<file path="config.mk">
export PLATFORM = sky130hd
export DESIGN_NAME = rcd_reset_cause
export DESIGN_NICKNAME = d
export VERILOG_FILES = /design/src/hdl/rcd_pkg.sv /design/src/hdl/rcd_hold_timer.sv /design/src/hdl/rcd_reset_cause.sv
export SDC_FILE = /design/constraint.sdc
export NUM_CORES = 1
export LEC_CHECK = 0
export BUFFER_PORTS_ARGS = -buffer_cell sky130_fd_sc_hd__buf_2
export CAP_MARGIN = 40
export CELL_PAD_IN_SITES_DETAIL_PLACEMENT = 1
export CELL_PAD_IN_SITES_GLOBAL_PLACEMENT = 1
export CORE_MARGIN = 8
export CORE_UTILIZATION = 32
export DETAILED_ROUTE_END_ITERATION = 8
export PLACE_DENSITY = 0.82
export SLEW_MARGIN = 0
export SYNTH_ARGS = -nofsm -noshare
export SYNTH_HDL_FRONTEND = slang
export SYNTH_SLANG_ARGS = --single-unit
</file>
<file path="constraint.sdc">
create_clock -name CLK -period 3.07 [get_ports CLK]
set_input_delay 0.921 -clock CLK [delete_from_list [all_inputs] [get_ports CLK]]
set_output_delay 0.921 -clock CLK [all_outputs]
set_load 0.01 [all_outputs]
</file>
<file path="src/hdl/rcd_pkg.sv">
package rcd_pkg;

    // Register addresses on the CPU and debug access ports.
    localparam int unsigned        ADDR_W            = 16;
    localparam logic [ADDR_W-1:0] STATUS_ADDR       = 16'h0040;
    localparam logic [ADDR_W-1:0] FORCE_ADDR        = 16'h0041;

    // Field positions of the reset cause status register.
    localparam int unsigned        BIT_POWER_ON      = 7;
    localparam int unsigned        BIT_EXT_PIN       = 6;
    localparam int unsigned        BIT_WATCHDOG      = 5;
    localparam int unsigned        BIT_ILLEGAL_OP    = 4;
    localparam int unsigned        BIT_ILLEGAL_ADDR  = 3;
    localparam int unsigned        BIT_LOW_VOLTAGE   = 1;

    // Field position of the debug force reset bit.
    localparam int unsigned        BIT_FORCE         = 0;

    // Status values loaded for each class of reset.
    localparam logic [7:0]         STATUS_POR_VALUE  = 8'h82;
    localparam logic [7:0]         STATUS_LV_VALUE   = 8'h02;
    localparam logic [7:0]         STATUS_CLEARED    = 8'h00;
    localparam logic [7:0]         STATUS_IMPL_MASK  = 8'hfa;
    localparam logic [7:0]         READ_ZERO         = 8'h00;

    // Length of the system reset pulse driven after a reset entry.
    localparam int unsigned        CLK_PERIOD_PS     = 25000;
    localparam int unsigned        RESET_HOLD_NS     = 1000;
    localparam int unsigned        RESET_HOLD_CYCLES =
        (RESET_HOLD_NS * 1000 + CLK_PERIOD_PS - 1) / CLK_PERIOD_PS;
    localparam int unsigned        HOLD_CNT_W        = 16;

    // Top-level sequencing states.
    typedef enum logic [0:0] {
        RCD_ST_RUN  = 1'b0,
        RCD_ST_HOLD = 1'b1
    } rcd_state_type;

endpackage

</file>
<file path="src/hdl/rcd_hold_timer.sv">
`timescale 1ns/1ps
module rcd_hold_timer
    import rcd_pkg::*;
#(
    parameter int unsigned HOLD_CYCLES = RESET_HOLD_CYCLES
) (
    // Clock and reset.
    input  wire logic CLK,
    input  wire logic SRST,
    // Control.
    input  wire logic START,
    output logic      ACTIVE
);

    localparam logic [HOLD_CNT_W-1:0] LOAD_VALUE = HOLD_CNT_W'(HOLD_CYCLES - 1);
    localparam logic [HOLD_CNT_W-1:0] CNT_ZERO   = '0;
    localparam logic [HOLD_CNT_W-1:0] CNT_ONE    = HOLD_CNT_W'(1);

    logic [HOLD_CNT_W-1:0] cnt_q;
    logic                  active_q;

    // A start reloads the count even while active, so a held pin or supply source stretches the pulse.
    always_ff @(posedge CLK) begin
        if (SRST) begin
            cnt_q    <= CNT_ZERO;
            active_q <= 1'b0;
        end else if (START) begin
            cnt_q    <= LOAD_VALUE;
            active_q <= 1'b1;
        end else if (active_q) begin
            if (cnt_q == CNT_ZERO) begin
                active_q <= 1'b0;
            end else begin
                cnt_q <= cnt_q - CNT_ONE;
            end
        end
    end

    assign ACTIVE = active_q;

endmodule

</file>
<file path="src/hdl/rcd_reset_cause.sv">
// Notes on behaviour
// - An 8-bit read-only status register reports which source caused the last reset.
// - A debug-forced reset clears every flag in the status register.
// - Any write to the status address restarts the watchdog; flags stay unchanged.
// - Power-on reset sets bit 7 and bit 1, all other flags clear.
// - Enabled low-voltage trip resets the device and sets only bit 1.
// - Other resets set bits 6..3 per active source; bits 7 and 1 clear.
// - Low level on the external reset pin sets bit 6.
// - Watchdog timeout sets bit 5; no such reset while watchdog is disabled.
// - Illegal or unimplemented instruction execution sets bit 4.
// - Stop instruction counts as illegal opcode while stop mode is disabled.
// - Background-entry instruction counts as illegal while background mode is disabled.
// - Access to an unimplemented memory address sets bit 3.
// - The force reset register holds one write-only bit and always reads zero.
// - User program writes to the force reset register are ignored.
// - Debug write of 1 to force bit 0 forces a full system reset.
`timescale 1ns/1ps
module rcd_reset_cause
    import rcd_pkg::*;
#(
    parameter int unsigned HOLD_CYCLES = RESET_HOLD_CYCLES
) (
    // Clock and synchronous power-on reset.
    input  wire logic              CLK,
    input  wire logic              SRST,
    // CPU register port.
    input  wire logic [ADDR_W-1:0] CPU_ADDR,
    input  wire logic              CPU_WR,
    input  wire logic              CPU_RD,
    output logic      [7:0]        CPU_RDATA,
    // Serial background debug write port.
    input  wire logic [ADDR_W-1:0] BDC_ADDR,
    input  wire logic              BDC_WR,
    input  wire logic [7:0]        BDC_WDATA,
    // Reset sources.
    input  wire logic              EXT_RESET_N,
    input  wire logic              LOW_VOLTAGE_TRIP,
    input  wire logic              LOW_VOLTAGE_RESET_ENABLE,
    input  wire logic              WDOG_TIMEOUT,
    input  wire logic              WATCHDOG_ENABLE,
    input  wire logic              ILLEGAL_OPCODE,
    input  wire logic              STOP_EXEC,
    input  wire logic              STOP_MODE_ENABLE,
    input  wire logic              BACKGROUND_ENTRY_EXEC,
    input  wire logic              BACKGROUND_MODE_ENABLE,
    input  wire logic              ILLEGAL_ADDRESS,
    // System side.
    output logic                   SYS_RESET,
    output logic                   WDOG_RESTART
);

    rcd_state_type state_q;
    rcd_state_type state_d;
    logic [7:0]    status_q;
    logic [7:0]    status_d;
    logic [7:0]    rdata_q;
    logic          wdog_restart_q;
    logic          hold_active;
    logic          in_reset;
    logic          force_hit;
    logic          lv_hit;
    logic          pin_hit;
    logic          wd_hit;
    logic          opcode_hit;
    logic          address_hit;
    logic          any_src;
    logic          enter;
    logic          timer_start;
    logic          status_wr;
    logic          cpu_force_wr;

    // Address compare used by both access ports.
    function automatic logic addr_is(input logic [ADDR_W-1:0] a,
                                     input logic [ADDR_W-1:0] ref_addr);
        addr_is = (a == ref_addr);
    endfunction

    assign in_reset = (state_q == RCD_ST_HOLD);

    // Only the debug port can reach the force bit; the CPU write is decoded but dropped.
    assign force_hit    = BDC_WR && addr_is(BDC_ADDR, FORCE_ADDR)
                          && BDC_WDATA[BIT_FORCE];
    assign cpu_force_wr = CPU_WR && addr_is(CPU_ADDR, FORCE_ADDR);

    // Qualified reset sources.
    assign lv_hit   = LOW_VOLTAGE_TRIP && LOW_VOLTAGE_RESET_ENABLE;
    assign pin_hit  = !EXT_RESET_N;
    assign wd_hit   = WDOG_TIMEOUT && WATCHDOG_ENABLE;
    assign opcode_hit  = ILLEGAL_OPCODE
                         || (STOP_EXEC && !STOP_MODE_ENABLE)
                         || (BACKGROUND_ENTRY_EXEC && !BACKGROUND_MODE_ENABLE);
    assign address_hit = ILLEGAL_ADDRESS;

    assign any_src = force_hit || lv_hit || pin_hit || wd_hit || opcode_hit || address_hit;
    assign enter   = !in_reset && any_src;

    // A pin or supply still asserted during the hold keeps the system in reset.
    assign timer_start = enter || (in_reset && (pin_hit || lv_hit));

    // Writes to the status address from either port restart the watchdog.
    assign status_wr = (CPU_WR && addr_is(CPU_ADDR, STATUS_ADDR))
                       || (BDC_WR && addr_is(BDC_ADDR, STATUS_ADDR));

    // Reset pulse stretcher; its flop drives the system reset directly.
    rcd_hold_timer #(
        .HOLD_CYCLES (HOLD_CYCLES)
    ) u_hold (
        .CLK    (CLK),
        .SRST   (SRST),
        .START  (timer_start),
        .ACTIVE (hold_active)
    );

    // Leave the hold state once the pulse has ended and nothing restarts it.
    always_comb begin
        state_d = state_q;
        case (state_q)
            RCD_ST_RUN: begin
                if (enter) begin
                    state_d = RCD_ST_HOLD;
                end
            end
            RCD_ST_HOLD: begin
                if (!hold_active && !timer_start) begin
                    state_d = RCD_ST_RUN;
                end
            end
            default: begin
                state_d = RCD_ST_RUN;
            end
        endcase
    end

    always_ff @(posedge CLK) begin
        if (SRST) begin
            state_q <= RCD_ST_RUN;
        end else begin
            state_q <= state_d;
        end
    end

    // Cause capture at reset entry. Force beats every other source, low voltage comes next,
    // and the remaining sources are recorded together since several may be active at once.
    always_comb begin
        status_d = status_q;
        if (enter) begin
            if (force_hit) begin
                status_d = STATUS_CLEARED;
            end else if (lv_hit) begin
                status_d = STATUS_LV_VALUE;
            end else begin
                status_d                   = STATUS_CLEARED;
                status_d[BIT_EXT_PIN]      = pin_hit;
                status_d[BIT_WATCHDOG]     = wd_hit;
                status_d[BIT_ILLEGAL_OP]   = opcode_hit;
                status_d[BIT_ILLEGAL_ADDR] = address_hit;
            end
        end
    end

    // The status register has no write path at all; the data of a write is discarded.
    always_ff @(posedge CLK) begin
        if (SRST) begin
            status_q <= STATUS_POR_VALUE;
        end else begin
            status_q <= status_d & STATUS_IMPL_MASK;
        end
    end

    // Watchdog restart pulse, one cycle after the write.
    always_ff @(posedge CLK) begin
        if (SRST) begin
            wdog_restart_q <= 1'b0;
        end else begin
            wdog_restart_q <= status_wr;
        end
    end

    // Read data stands for one cycle after the read strobe; everything else reads zero.
    always_ff @(posedge CLK) begin
        if (SRST) begin
            rdata_q <= READ_ZERO;
        end else if (CPU_RD && addr_is(CPU_ADDR, STATUS_ADDR)) begin
            rdata_q <= status_q;
        end else begin
            rdata_q <= READ_ZERO;
        end
    end

    assign CPU_RDATA    = rdata_q;
    assign WDOG_RESTART = wdog_restart_q;
    assign SYS_RESET    = hold_active;

    // Length of the reset pulse so far; a pulse cut short would leave the system half reset.
    logic [HOLD_CNT_W-1:0] pulse_len_q;

    always_ff @(posedge CLK) begin
        if (SRST || !hold_active) begin
            pulse_len_q <= '0;
        end else if (pulse_len_q != '1) begin
            pulse_len_q <= pulse_len_q + HOLD_CNT_W'(1);
        end
    end

    // Power-on value is present on the first cycle after reset release.
    property p_por_value;
        @(posedge CLK) $fell(SRST) |-> (status_q == STATUS_POR_VALUE);
    endproperty
    a_por_value: assert property (p_por_value)
        else $error("status not at power-on value after reset");

    // A debug force clears all flags and raises the reset at once; its length is checked below.
    property p_force_clear;
        @(posedge CLK) disable iff (SRST)
        (force_hit && !in_reset) |=> (status_q == STATUS_CLEARED) && SYS_RESET;
    endproperty
    a_force_clear: assert property (p_force_clear)
        else $error("forced reset did not clear flags or assert reset");

    // A CPU write to the force address alone never starts a reset.
    property p_cpu_force_ignored;
        @(posedge CLK) disable iff (SRST)
        (cpu_force_wr && !any_src && !in_reset) |=> !SYS_RESET && $stable(status_q);
    endproperty
    a_cpu_force_ignored: assert property (p_cpu_force_ignored)
        else $error("user write to force register had an effect");

    // A status write restarts the watchdog and leaves the flags as they were.
    property p_status_write;
        @(posedge CLK) disable iff (SRST)
        (status_wr && !enter) |=> WDOG_RESTART && (status_q == $past(status_q));
    endproperty
    a_status_write: assert property (p_status_write)
        else $error("status write misbehaved");

    // A low-voltage entry without force records only the low-voltage flag.
    property p_lv_entry;
        @(posedge CLK) disable iff (SRST)
        (enter && lv_hit && !force_hit) |=> (status_q == STATUS_LV_VALUE);
    endproperty
    a_lv_entry: assert property (p_lv_entry)
        else $error("low-voltage reset recorded wrong flags");

    // Other entries clear the power-on and low-voltage flags and copy the pin source.
    property p_other_entry;
        @(posedge CLK) disable iff (SRST)
        (enter && !lv_hit && !force_hit) |=>
            !status_q[BIT_POWER_ON] && !status_q[BIT_LOW_VOLTAGE]
            && (status_q[BIT_EXT_PIN] == $past(pin_hit));
    endproperty
    a_other_entry: assert property (p_other_entry)
        else $error("ordinary reset recorded wrong flags");

    // A timeout with the watchdog disabled and no other source starts no reset.
    property p_wd_blocked;
        @(posedge CLK) disable iff (SRST)
        (WDOG_TIMEOUT && !WATCHDOG_ENABLE && !any_src && !in_reset) |=> !SYS_RESET;
    endproperty
    a_wd_blocked: assert property (p_wd_blocked)
        else $error("disabled watchdog caused a reset");

    // Stop with stop mode disabled becomes an illegal-opcode reset.
    property p_stop_illegal;
        @(posedge CLK) disable iff (SRST)
        (STOP_EXEC && !STOP_MODE_ENABLE && !in_reset && !force_hit && !lv_hit) |=>
            status_q[BIT_ILLEGAL_OP] && SYS_RESET;
    endproperty
    a_stop_illegal: assert property (p_stop_illegal)
        else $error("disabled stop did not cause illegal-opcode reset");

    // Reads of the force register always return zero.
    property p_force_reads_zero;
        @(posedge CLK) disable iff (SRST)
        (CPU_RD && addr_is(CPU_ADDR, FORCE_ADDR)) |=> (CPU_RDATA == READ_ZERO);
    endproperty
    a_force_reads_zero: assert property (p_force_reads_zero)
        else $error("force register read was not zero");

    // Reserved status bits never show a one on the read port.
    property p_reserved_zero;
        @(posedge CLK) disable iff (SRST)
        (CPU_RDATA & ~STATUS_IMPL_MASK) == READ_ZERO;
    endproperty
    a_reserved_zero: assert property (p_reserved_zero)
        else $error("reserved bit read as one");

    // Every reset pulse stands for at least the full hold time, however it was started.
    property p_pulse_length;
        @(posedge CLK) disable iff (SRST)
        ($fell(SYS_RESET) && !$past(SRST)) |-> (pulse_len_q >= HOLD_CNT_W'(HOLD_CYCLES));
    endproperty
    a_pulse_length: assert property (p_pulse_length)
        else $error("system reset pulse shorter than the hold time");

    // Other entries copy the watchdog source into its flag.
    property p_wd_flag;
        @(posedge CLK) disable iff (SRST)
        (enter && !lv_hit && !force_hit) |=> (status_q[BIT_WATCHDOG] == $past(wd_hit));
    endproperty
    a_wd_flag: assert property (p_wd_flag)
        else $error("watchdog flag does not match its source");

    // Other entries copy the illegal-opcode source into its flag.
    property p_opcode_flag;
        @(posedge CLK) disable iff (SRST)
        (enter && !lv_hit && !force_hit) |=> (status_q[BIT_ILLEGAL_OP] == $past(opcode_hit));
    endproperty
    a_opcode_flag: assert property (p_opcode_flag)
        else $error("illegal-opcode flag does not match its source");

    // Other entries copy the illegal-address source into its flag.
    property p_address_flag;
        @(posedge CLK) disable iff (SRST)
        (enter && !lv_hit && !force_hit) |=> (status_q[BIT_ILLEGAL_ADDR] == $past(address_hit));
    endproperty
    a_address_flag: assert property (p_address_flag)
        else $error("illegal-address flag does not match its source");

    // Background entry with background mode disabled becomes an illegal-opcode reset.
    property p_entry_illegal;
        @(posedge CLK) disable iff (SRST)
        (BACKGROUND_ENTRY_EXEC && !BACKGROUND_MODE_ENABLE && !in_reset && !force_hit && !lv_hit)
            |=> status_q[BIT_ILLEGAL_OP] && SYS_RESET;
    endproperty
    a_entry_illegal: assert property (p_entry_illegal)
        else $error("disabled background entry did not cause illegal-opcode reset");

    // A status read returns the flags as they stood when the strobe was taken.
    property p_status_read;
        @(posedge CLK) disable iff (SRST)
        (CPU_RD && addr_is(CPU_ADDR, STATUS_ADDR)) |=> (CPU_RDATA == $past(status_q));
    endproperty
    a_status_read: assert property (p_status_read)
        else $error("status read returned wrong flags");

    // The watchdog restart never rises unless a status write came in the cycle before.
    property p_wdog_idle;
        @(posedge CLK) disable iff (SRST)
        !status_wr |=> !WDOG_RESTART;
    endproperty
    a_wdog_idle: assert property (p_wdog_idle)
        else $error("watchdog restart without a status write");

    // Sources that arrive while the reset pulse stands are not recorded.
    property p_hold_keeps_flags;
        @(posedge CLK) disable iff (SRST)
        in_reset |=> (status_q == $past(status_q));
    endproperty
    a_hold_keeps_flags: assert property (p_hold_keeps_flags)
        else $error("flags changed while reset was held");

endmodule

</file>
**Word level (Yosys, flattened, before mapping)**

Index checks and enable logic that the tools add are counted.

- Register bits: 35
- Input port bits: 56
- Word-level logic and storage cells: 61

- $add $sub $neg: 1
- Eq/ne operators: 4
- Muxes and demuxes: 11
- Bitwise gates (word level): 3
- Reductions and logical operators: 34

Operators by type and width:

| cell | number |
|---|---|
| $eq A16 B7 Y1 const B | 3 |
| $mux W6 | 3 |
| $logic_not A16 Y1 | 1 |
| $sub A16 B1 Y16 const B | 1 |
| $mux W7 | 2 |
| $logic_and A1 B1 Y1 | 12 |
| $logic_or A1 B1 Y1 | 10 |
| $logic_not A1 Y1 | 6 |
| $mux W1 | 5 |
| $reduce_and A2 Y1 | 2 |
| $reduce_or A2 Y1 | 2 |
| $not A1 Y1 | 3 |
| $ne A2 B2 Y1 const B | 1 |
| $pmux W1 S2 | 1 |
| $reduce_bool A2 Y1 | 1 |

**Logic depth before layout (Yosys ltp)**

Gate-level depths: netlist of the first run.

- Word-level depth: 14
- Mapped depth: 8

**Cells and area by module**

Synthesis of the first run repeated with hierarchy kept, for this count alone.

- Cell total of the unflattened synthesis: 181
- Area total of the unflattened synthesis: 1592.8 µm²

By module, submodules not included:

| module | times used | cells each | area each (µm²) | sequential area each (µm²) |
|---|---|---|---|---|
| rcd_hold_timer | 1 | 109 | 923.4 | 340.3 |
| rcd_reset_cause | 1 | 72 | 669.4 | 280.3 |

**Least setup slack after synthesis of the first run**

Ideal clock, no wire load.

- Kind: input to register
- Start: input BDC_ADDR[8]
- End: register u_hold.cnt_q[11]
- Setup time: 0.128 ns
- Arrival: 2.280 ns
- Data required time: 2.942 ns
- Setup slack: 0.662 ns
- Cell stages on the path: 7
- Buffers on the path: 2
- Path through: nor4b_1 nand4_1 or3_1 clkbuf_1 nand4_1 clkbuf_1 nor2_1

- Word-level cells in the longest chain between the ends: 11

Ends and longest elaborated chain:

| what | line | RTL |
|---|---|---|
| start: declaration | rcd_reset_cause.sv:32 | `input wire logic [ADDR_W-1:0] BDC_ADDR,` |
| $eq A16 B7 Y1 | rcd_reset_cause.sv:75 | `addr_is = (a == ref_addr);` |
| $logic_and A1 B1 Y1 | rcd_reset_cause.sv:81 | `assign force_hit = BDC_WR && addr_is(BDC_ADDR, FORCE_ADDR)` |
| $logic_and A1 B1 Y1 | rcd_reset_cause.sv:82 | `&& BDC_WDATA[BIT_FORCE];` |
| $logic_or A1 B1 Y1 (5 in a row) | rcd_reset_cause.sv:94 | `assign any_src = force_hit \|\| lv_hit \|\| pin_hit \|\| wd_hit \|\| opcode_hit \|\| address_hit;` |
| $logic_and A1 B1 Y1 | rcd_reset_cause.sv:95 | `assign enter = !in_reset && any_src;` |
| $logic_or A1 B1 Y1 | rcd_reset_cause.sv:98 | `assign timer_start = enter \|\| (in_reset && (pin_hit \|\| lv_hit));` |
| $reduce_or A2 Y1 (no line) | -- |  |
| end signal: assignment | rcd_hold_timer.sv:34 | `cnt_q <= cnt_q - CNT_ONE;` |
| end: declaration | rcd_hold_timer.sv:19 | `logic [HOLD_CNT_W-1:0] cnt_q;` |

Every way passes these cells.
A chain may end at the register's enable or synchronous reset.

**Final worst setup path of the first run**

- Start: input STOP_MODE_ENABLE
- End: register u_hold.cnt_q[10]

- Word-level cells in the longest chain between the ends: 9

Ends and longest elaborated chain:

| what | line | RTL |
|---|---|---|
| start: declaration | rcd_reset_cause.sv:43 | `input wire logic STOP_MODE_ENABLE,` |
| $logic_not A1 Y1 | rcd_reset_cause.sv:90 | `\|\| (STOP_EXEC && !STOP_MODE_ENABLE)` |
| $logic_and A1 B1 Y1 | rcd_reset_cause.sv:90 |  |
| $logic_or A1 B1 Y1 | rcd_reset_cause.sv:90 |  |
| $logic_or A1 B1 Y1 | rcd_reset_cause.sv:91 | `\|\| (BACKGROUND_ENTRY_EXEC && !BACKGROUND_MODE_ENABLE);` |
| $logic_or A1 B1 Y1 (2 in a row) | rcd_reset_cause.sv:94 |  |
| $logic_and A1 B1 Y1 | rcd_reset_cause.sv:95 |  |
| $logic_or A1 B1 Y1 | rcd_reset_cause.sv:98 |  |
| $reduce_or A2 Y1 (no line) | -- |  |

Every way passes these cells.

==> metrics.txt, run 1 <==
placed cells=266; worst rel slew slack=58.6%; RSZ-0062 raised after global routing=no; Endpoint, Worst Hold=status_q[7]$_SDFFE_PP1P_; Mapped Avg Cell Area=8.71 µm²; Unique masters post-synth=39; Leak=0.793 nW; Syn. warnings=0; largest net degree at the start of global routing=14; asr flop ratio synth=0%; drc violations=0; Worst Setup End Kind=flop; drt wl/cell=14.0 µm; overall routing resource usage=11.2%; Post-DRT Antenna Nets=0; hpwl dp=3140 µm; f_max=413 MHz; Post-CTS Setup Bufs=0; WS Path Type=in2reg; clk_lat worst skew=0.28 ns; n_diodes=0; final net count=278; Max Fanout on Critical Path=12; Hold Crit Depth=2; max_cap viols=0; global-route wire length before repair=6490 µm; sequential share of power=45.5%; Worst Path Arrival=2.61 ns; Synth Area in Adders=0.871%; Max VDD drop=244 µV; Area contributors post-synth=dfxtp_1 (43%), a21oi_1 (4.9%), nor2_1 (4.4%); Starting Density=33.0%; global route total overflow=0; CTS resizes=0; P_int=0.000726 W; Die Ht=83.0 µm; Final setup viols=0; TritonCTS Buffers=5; initial antenna violation count=0; clock power share=44.1%; final count of hold timing violations=0; Synth top area share=43.2%; vias in the first global route=1,485; R2R Setup Slk=0.77 ns; dominant cell type by area after synthesis=dfxtp_1; Most used DFF post-synth=dfxtp_1; number of hold buffers added after CTS=0; final core utilization=42.8%; Non-Filler Instances=274; post-synthesis xor/xnor area fraction=5.49%; P_sw=0.000204 W; clock slew at reported path FFs=0.06 ns; CP required=3.26 ns; period utilization=78.8%; Cells after Synth=165; setup TNS=0 ns; vias per std cell=5.03; 1st-iter DRT viols=34; drt pass-1 iters=3; Simple-Gate Fraction of Synth Area=30.5%; status=finished, final reports clean; r2r endpoint=u_hold.cnt_q[1]$_SDFFE_PP0P_; min-delay src=status_q[7]$_SDFFE_PP1P_; worst-margin pin slew=0.619 ns; post-synthesis mux area share=1.48%; Core Rows=24; worst hold path type=reg2reg; fraction of layout cells with a size suffix above 1=31.5%; Filler Cells Inserted=552; Slew Limit Fails=0; Seq cells post-synth=31; CTS tree=yes; combinational power share=10.4%; I/O Pins=66; clock sink total=31; Pwr Density=499 nW/µm²; Worst Reg2Reg Path Length in Cells=5; Routability Congestion=0.756; die area=6890 µm²; Worst setup SP type=primary input; vias=1,377; CTS Buffer Depth=2; Post-Route WL=3820 µm; largest family of logic cells by synthesized area=simple AND/OR/NAND/NOR gates; Synth Area in Compound Gates=13.8%; Die X=83.0 µm; Cell Area, Synth=1440 µm²; core area=4350 µm²; synth-to-layout area growth=29.9%; Post-synth EDFFs=0; # H-tree levels=2; minimum clock period=2.42 ns; WHS=0.454 ns; Net Sw Frac=22.0%; sequential share of the synthesized area=43.2%; Root Buffer=clkbuf_8; Final Skew=0.00682 ns; IO buf count=56; Worst R2R Start=u_hold.cnt_q[11]$_SDFFE_PP0P_
## routing by layer
| metal | GRT usage [%] | share of wire, % | wire, µm | up-vias |
|---|---|---|---|---|
| li1 | - | - | - | 715 |
| met1 | 11.5 | 42 | 1590 | 643 |
| met2 | 20.4 | 54 | 2080 | 14 |
| met3 | 2.64 | 2.0 | 76 | 5 |
| met4 | 5.75 | 1.8 | 70 | 0 |
| met5 | 0 | 0 | 0 | - |
## synthesized netlist by cell type, types with 2 or more instances
cell	instances
nand2_1	9
or4_1	4
and3_1	2
nor4b_1	5
nand4b_1	2
buf_4	2
nand4_1	5
a21oi_1	14
a311oi_1	3
xor2_1	2
or3b_1	2
and2_1	7
clkbuf_1	6
nand3_1	10
inv_1	7
dfxtp_1	31
or3_1	2
nor2_1	17
a31oi_1	3
xnor2_1	7
nor4_1	7
## how the worst max path moves through the flow
stage                     startpoint                            end
floorplan                BDC_ADDR[8]  u_hold.cnt_q[11]$_SDFFE_PP0P_
global placement         BDC_ADDR[5]  u_hold.cnt_q[12]$_SDFFE_PP0P_
detailed placement  STOP_MODE_ENABLE   u_hold.cnt_q[9]$_SDFFE_PP0P_
CTS                 STOP_MODE_ENABLE  u_hold.cnt_q[10]$_SDFFE_PP0P_
global route        STOP_MODE_ENABLE  u_hold.cnt_q[10]$_SDFFE_PP0P_
finish              STOP_MODE_ENABLE  u_hold.cnt_q[10]$_SDFFE_PP0P_
## power by group through the flow
stage,logic [W],registers (W),clock network [W]
final,0.0000965,0.000424,0.000410
after global placement,0.0000938,0.000432,0
after floorplan,0.0000567,0.000430,0
after global routing,0.000107,0.000425,0.000443
after CTS,0.0000977,0.000424,0.000427
after detailed placement,0.0000973,0.000433,0
## cell families (layout without fill, tap and decap cells)
kind of cell    count (synthesis)  count (layout)
xor+xnor                        9               9
flops                          31              31
other cells                     1               2
simple gates                   77              77
compound gates                 29              29
mux                             2               2
fa+ha+maj                       1               1
buf+inv                        15              71
## state kept, by name, indices dropped and copies added, names as in the netlist
name           cells
u_hold.cnt_q      16
u_hold.ACTIVE      1
status_q           6
in_reset           1
WDOG_RESTART       1
CPU_RDATA          6
## through the flow
stage	area [µm²]	setup slack, ns	total power, W
after CTS	1870	0.634	0.000948
after global routing	1870	0.471	0.000975
after floorplan	1440	0.662	0.000487
after detailed placement	1750	0.357	0.000530
final	1870	0.652	0.000930
after global placement	1750	0.423	0.000526
## final cells by class
class | count | area, µm² | area share, %
clock buffers | 6 | 82.6 | 4.43
clock inverters | 2 | 35.0 | 1.88
repair buffers | 56 | 280 | 15.0
multi-input cells | 120 | 756 | 40.5
inverters | 7 | 26.3 | 1.41
flip-flops and latches | 31 | 621 | 33.3
well taps | 52 | 65.1 | 3.49
## placed cells by master, fill, tap and decap left out, types with 3 or more instances in the layout
cell	synthesis	layout
dfxtp_1	31	31
nor2_1	17	17
nand4_1	5	5
a31oi_1	3	3
a21oi_1	14	14
and2_1	7	7
or4_1	4	4
nor4b_1	5	5
nand3_1	10	10
nor4_1	7	7
xnor2_1	7	7
buf_2	0	56
a311oi_1	3	3
clkbuf_8	0	6
nand2_1	9	9
inv_1	7	7
## critical path: stages
cell	delay, ns
buf_2	0.08
inv_1	0.03
a221oi_1	0.45
a31o_2	0.33
nand4_1	0.48
a21oi_1	0.30
(Power assumes the default switching activity.)
==> run 2: changes to the inputs <==
- clock period: 3.07 -> 2.4 ns (I/O delays scaled with it)
==> run 2 against run 1 <==
Utilization increased by 0.72 points; setup slack got worse by 0.48 ns; global-route usage increased by 0.77 points; sequential power increased by 28%; combinational power increased by 41%; largest cell class unchanged.
==> metrics.txt, run 2 (synthesis gave the netlist of run 1 again) <==
status=finished, final reports clean; TritonCTS Buffers=5; initial antenna violation count=0; global route total overflow=0; Max Fanout on Critical Path=4; global-route wire length before repair=7100 µm; CTS resizes=0; Root Buffer=clkbuf_8; core area=4350 µm²; Filler Cells Inserted=548; CTS tree=yes; drt pass-1 iters=4; clk_lat worst skew=0.28 ns; n_diodes=0; Post-DRT Antenna Nets=0; Pwr Density=567 nW/µm²; Die Ht=83.0 µm; drc violations=0; # H-tree levels=2; final core utilization=43.6%; overall routing resource usage=11.9%; die area=6890 µm²; drt wl/cell=14.4 µm; Leak=0.808 nW; clock slew at reported path FFs=0.07 ns; RSZ-0062 raised after global routing=no; Final setup viols=0; most frequent cells in the layout=buf_2 (56), dfxtp_1 (31), nor2_1 (17); max reg flops=16; worst-margin pin slew=0.549 ns; commonest non-fill, non-tap cell in the layout=buf_2; I/O Pins=66; Post-CTS Setup Bufs=0; Routability Congestion=0.791; 1st-iter DRT viols=76; vias=1,431; Non-Filler Instances=282; Post-Route WL=4070 µm; CP required=2.61 ns; fraction of layout cells with a size suffix above 1=33.9%; minimum clock period=2.22 ns; register with the most flip-flops=u_hold.cnt_q; hpwl dp=3390 µm; final count of hold timing violations=0; placed cells=274; CTS Buffer Depth=2; number of hold buffers added after CTS=0; IO buf count=56; f_max=449 MHz; Die X=83.0 µm; synth-to-layout area growth=32.1%; period utilization=92.7%; max_cap viols=0; Worst setup SP type=flop; vias per std cell=5.07; Max VDD drop=487 µV; setup TNS=0 ns; Slew Limit Fails=0; Starting Density=33.0%; worst rel slew slack=62.4%; vias in the first global route=1,556; Worst Path Arrival=2.43 ns; clock sink total=31; Final Skew=0.00722 ns; WS Path Type=reg2reg; Worst Setup End Kind=flop; final net count=286; largest net degree at the start of global routing=14; worst hold path type=reg2reg; Core Rows=24
[run 2: path summary, 6_finish.rpt]
kind	from	endpoint	slack, ns	cells after the start
worst max-delay path	u_hold.cnt_q[11]$_SDFFE_PP0P_	u_hold.cnt_q[1]$_SDFFE_PP0P_	0.18	5
worst min-delay path	status_q[3]$_SDFFE_PP0P_	CPU_RDATA[3]$_SDFF_PP0_	0.46	1
worst max register to register	u_hold.cnt_q[11]$_SDFFE_PP0P_	u_hold.cnt_q[1]$_SDFFE_PP0P_	0.18	5
worst min register to register	status_q[3]$_SDFFE_PP0P_	CPU_RDATA[3]$_SDFF_PP0_	0.46	1
[run 2: worst max-delay path, cell delays in order, from the launching register on]
cell and delay (ns):
dfxtp_1 0.34, or4_1 0.54, or3b_1 0.44, o41ai_2 0.32, mux2_2 0.38, a21oi_1 0.14
[run 2: through the flow]
step / total power [W] / setup WS, ns / hold WS [ns] / area, µm²
after floorplan: 0.000623 / 0.193 / 0.429 / 1440
after global placement: 0.000682 / 0.226 / 0.440 / 1810
after detailed placement: 0.000689 / 0.182 / 0.444 / 1810
after CTS: 0.00109 / 0.168 / 0.461 / 1900
after global routing: 0.00114 / 0.0433 / 0.479 / 1900
final: 0.00108 / 0.175 / 0.459 / 1900
[run 2: area by class of cell]
cell class                 instances  area [µm²]  area share [%]
multi-input combinational        120         756            39.8
timing repair buffer              64         340            17.9
sequential                        31         621            32.7
clock buffer                       5        68.8            3.63
clock inverter                     3        20.0            1.06
inverter                           7        26.3            1.39
tap                               52        65.1            3.43
[run 2: layer usage]
| metal | vias to the layer above | GRT usage [%] | part of all wire, % |
|---|---|---|---|
| li1 | 727 | - | - |
| met1 | 685 | 12.2 | 39 |
| met2 | 17 | 22.9 | 57 |
| met3 | 2 | 3.03 | 3.2 |
| met4 | 0 | 3.35 | 0.93 |
| met5 | - | 0 | 0 |
[run 2: power breakdown]
group	internal [W]	leakage [nW]	switching, W
clock	0.000201	0.0402	0.000198
sequential	0.000530	0.253	0.0000108
combinational	0.0000705	0.515	0.0000653
total	0.000802	0.808	0.000274
==> run 3: changes to the inputs <==
- CORE_UTILIZATION: 32 -> 34
- PLACE_DENSITY: 0.82 -> 0.84
- SYNTH_HIERARCHICAL: not set -> 1
==> run 3 against run 2 <==
Synthesized area is 11% higher; hold slack improved by 0.0065 ns; cell count grew 8.5%; fmax increased by 2.3%; count of clock-buffer cells in the layout grew 1; sequential power rose by 1%; critical path depth is 3 higher; combinational power is 21% higher; global-route usage grew 2.2 points; clock power about the same; power increased by 3.2%.
==> metrics.txt, run 3 <==
core area=4630 µm²; worst rel slew slack=58.7%; Starting Density=34.4%; clk_lat worst skew=0.28 ns; Cell Area, Synth=1590 µm²; Cells after Synth=181; worst hold path type=reg2reg; hpwl dp=3900 µm; initial antenna violation count=0; Synth top area share=39.0%; drt pass-1 iters=4; Routability Congestion=0.803; Post-Route WL=4880 µm; Core Rows=25; Post-DRT Antenna Nets=0; Syn. warnings=6; Worst Setup End Kind=flop; worst-path cell chain=buf_2 > a221oi_2 > nand3b_1 > nor2_2 > o21ai_2 > or2_4 > or4_1 > nand2_1; Max VDD drop=215 µV; WS Path Type=in2reg; CTS resizes=0; overall routing resource usage=14.2%; clock sink total=31; CP required=2.63 ns; Final Instance Area=2100 µm²; Synth top cells by count=dfxtp_1 (31), a21oi_1 (14), nor4_1 (12); vias=1,673; # H-tree levels=2; WP buf/inv=1; most frequent cells in the layout=buf_2 (56), dfxtp_1 (31), a21oi_1 (14); sequential share of the synthesized area=39.0%; CP delay by family, top=simple AND/OR/NAND/NOR gates; n_diodes=0; final core utilization=45.4%; WHS=0.466 ns; fraction of layout cells with a size suffix above 1=35.3%; most common cell in the netlist=dfxtp_1; status=finished, final reports clean; Mapped Avg Cell Area=8.80 µm²; vias per std cell=5.47; vias in the first global route=1,785; period utilization=90.6%; clock slew at reported path FFs=0.07 ns; CTS Buffer Depth=2; I/O Pins=66; Area contributors post-synth=dfxtp_1 (39%), nor4_1 (4.7%), a21oi_1 (4.4%); minimum clock period=2.18 ns; IO buf count=56; placed cells=298; global route total overflow=0; total power=0.00111 W; Multi-input gate area=920 µm²; slowest stage delay, CP=0.51 ns; Die Ht=84.4 µm; commonest non-fill, non-tap cell in the layout=buf_2; drt wl/cell=16.0 µm; dominant cell type by area after synthesis=dfxtp_1; Post-synth EDFFs=0; TritonCTS Buffers=5; Cell Area, Placed=2020 µm²; Seq cells post-synth=31; max_cap viols=0; CTS tree=yes; Slew Limit Fails=0; drc violations=0; asr flop ratio synth=0%; Max Fanout on Critical Path=6; Die X=84.4 µm; worst-margin pin slew=0.613 ns; Filler Cells Inserted=592; Post-CTS Setup Bufs=0; Reg area=621 µm²; synth-to-layout area growth=31.9%; max reg flops=16; final count of hold timing violations=0; slowest cell on the critical path=or4_1; number of hold buffers added after CTS=0; largest net degree at the start of global routing=19; f_max=460 MHz; Leak=0.921 nW; Final setup viols=0; Unique masters post-synth=50; 1st-iter DRT viols=55; Final Skew=0.0105 ns; Pwr Density=528 nW/µm²; final net count=308; Most used DFF post-synth=dfxtp_1; Worst setup SP type=primary input; Root Buffer=clkbuf_8; Worst Path Arrival=2.41 ns; die area=7130 µm²; RSZ-0062 raised after global routing=no; Non-Filler Instances=306; global-route wire length before repair=8310 µm; register with the most flip-flops=u_hold/cnt_q
run 3: changes by cell type after synthesis, sizes merged, moves of 3 or more:
cell	previous run	this run
nor2	17	12
xnor2	7	1
o31ai	0	3
nand3	10	2
or3	2	9
o21ai	1	7
nand2b	0	3
nor3	1	5
or4	5	8
o211ai	0	3
nor4	7	13
run 3: cells by family after synthesis:
group | share of synthesized area, %
other cells | 0.235
flops | 39.0
fa+ha+maj | 0.785
xor+xnor | 0.550
buf+inv | 4.08
compound gates | 18.1
simple gates | 33.7
mux | 3.53
run 3: worst paths after layout:
path                                     start                            to  slack, ns  cells after the start
setup / recovery                     STOP_EXEC  u_hold/cnt_q[4]$_SDFFE_PP0P_       0.22                      8
hold / removal        status_q[7]$_SDFFE_PP1P_      status_q[7]$_SDFFE_PP1P_       0.47                      2
setup reg to reg  u_hold/cnt_q[0]$_SDFFE_PP0P_  u_hold/cnt_q[1]$_SDFFE_PP0P_       0.33                      6
hold reg to reg       status_q[7]$_SDFFE_PP1P_      status_q[7]$_SDFFE_PP1P_       0.47                      2
run 3: metrics by stage:
| step | setup WS, ns | TNS (ns) |
|---|---|---|
| finish | 0.224 | 0 |
| global route | 0.142 | 0 |
| CTS | 0.233 | 0 |
| detailed placement | -0.0651 | -0.0651 |
| global placement | -0.0131 | -0.0131 |
| floorplan | 0.0178 | 0 |
run 3: final cells by class:
| class | count | area share, % |
|---|---|---|
| timing repair buffer | 69 | 18.0 |
| inverter | 8 | 1.43 |
| clock buffer | 6 | 3.45 |
| sequential | 31 | 29.5 |
| clock inverter | 2 | 0.596 |
| tap | 54 | 3.22 |
| multi-input combinational | 136 | 43.8 |
run 3: tightest hold or removal path: cells and delay by family (launching register included):
family | cells | cell delay, ns
flops | 1 | 0.31
compound gates | 1 | 0.06
buf+inv | 1 | 0.05
run 3: routing by layer:
metal / vias to the layer above / part of all wire [%] / global-route usage (%)
met2: 44 / 49 / 24.4
met1: 797 / 43 / 15.7
li1: 824 / - / -
met3: 8 / 5.5 / 4.29
met4: 0 / 1.8 / 5.99
met5: - / 0 / 0
run 3: power by group:
part           internal, W  switching (W)  total (W)
clock             0.000202       0.000197   0.000399
combinational    0.0000828      0.0000808   0.000164
sequential        0.000531      0.0000166   0.000547
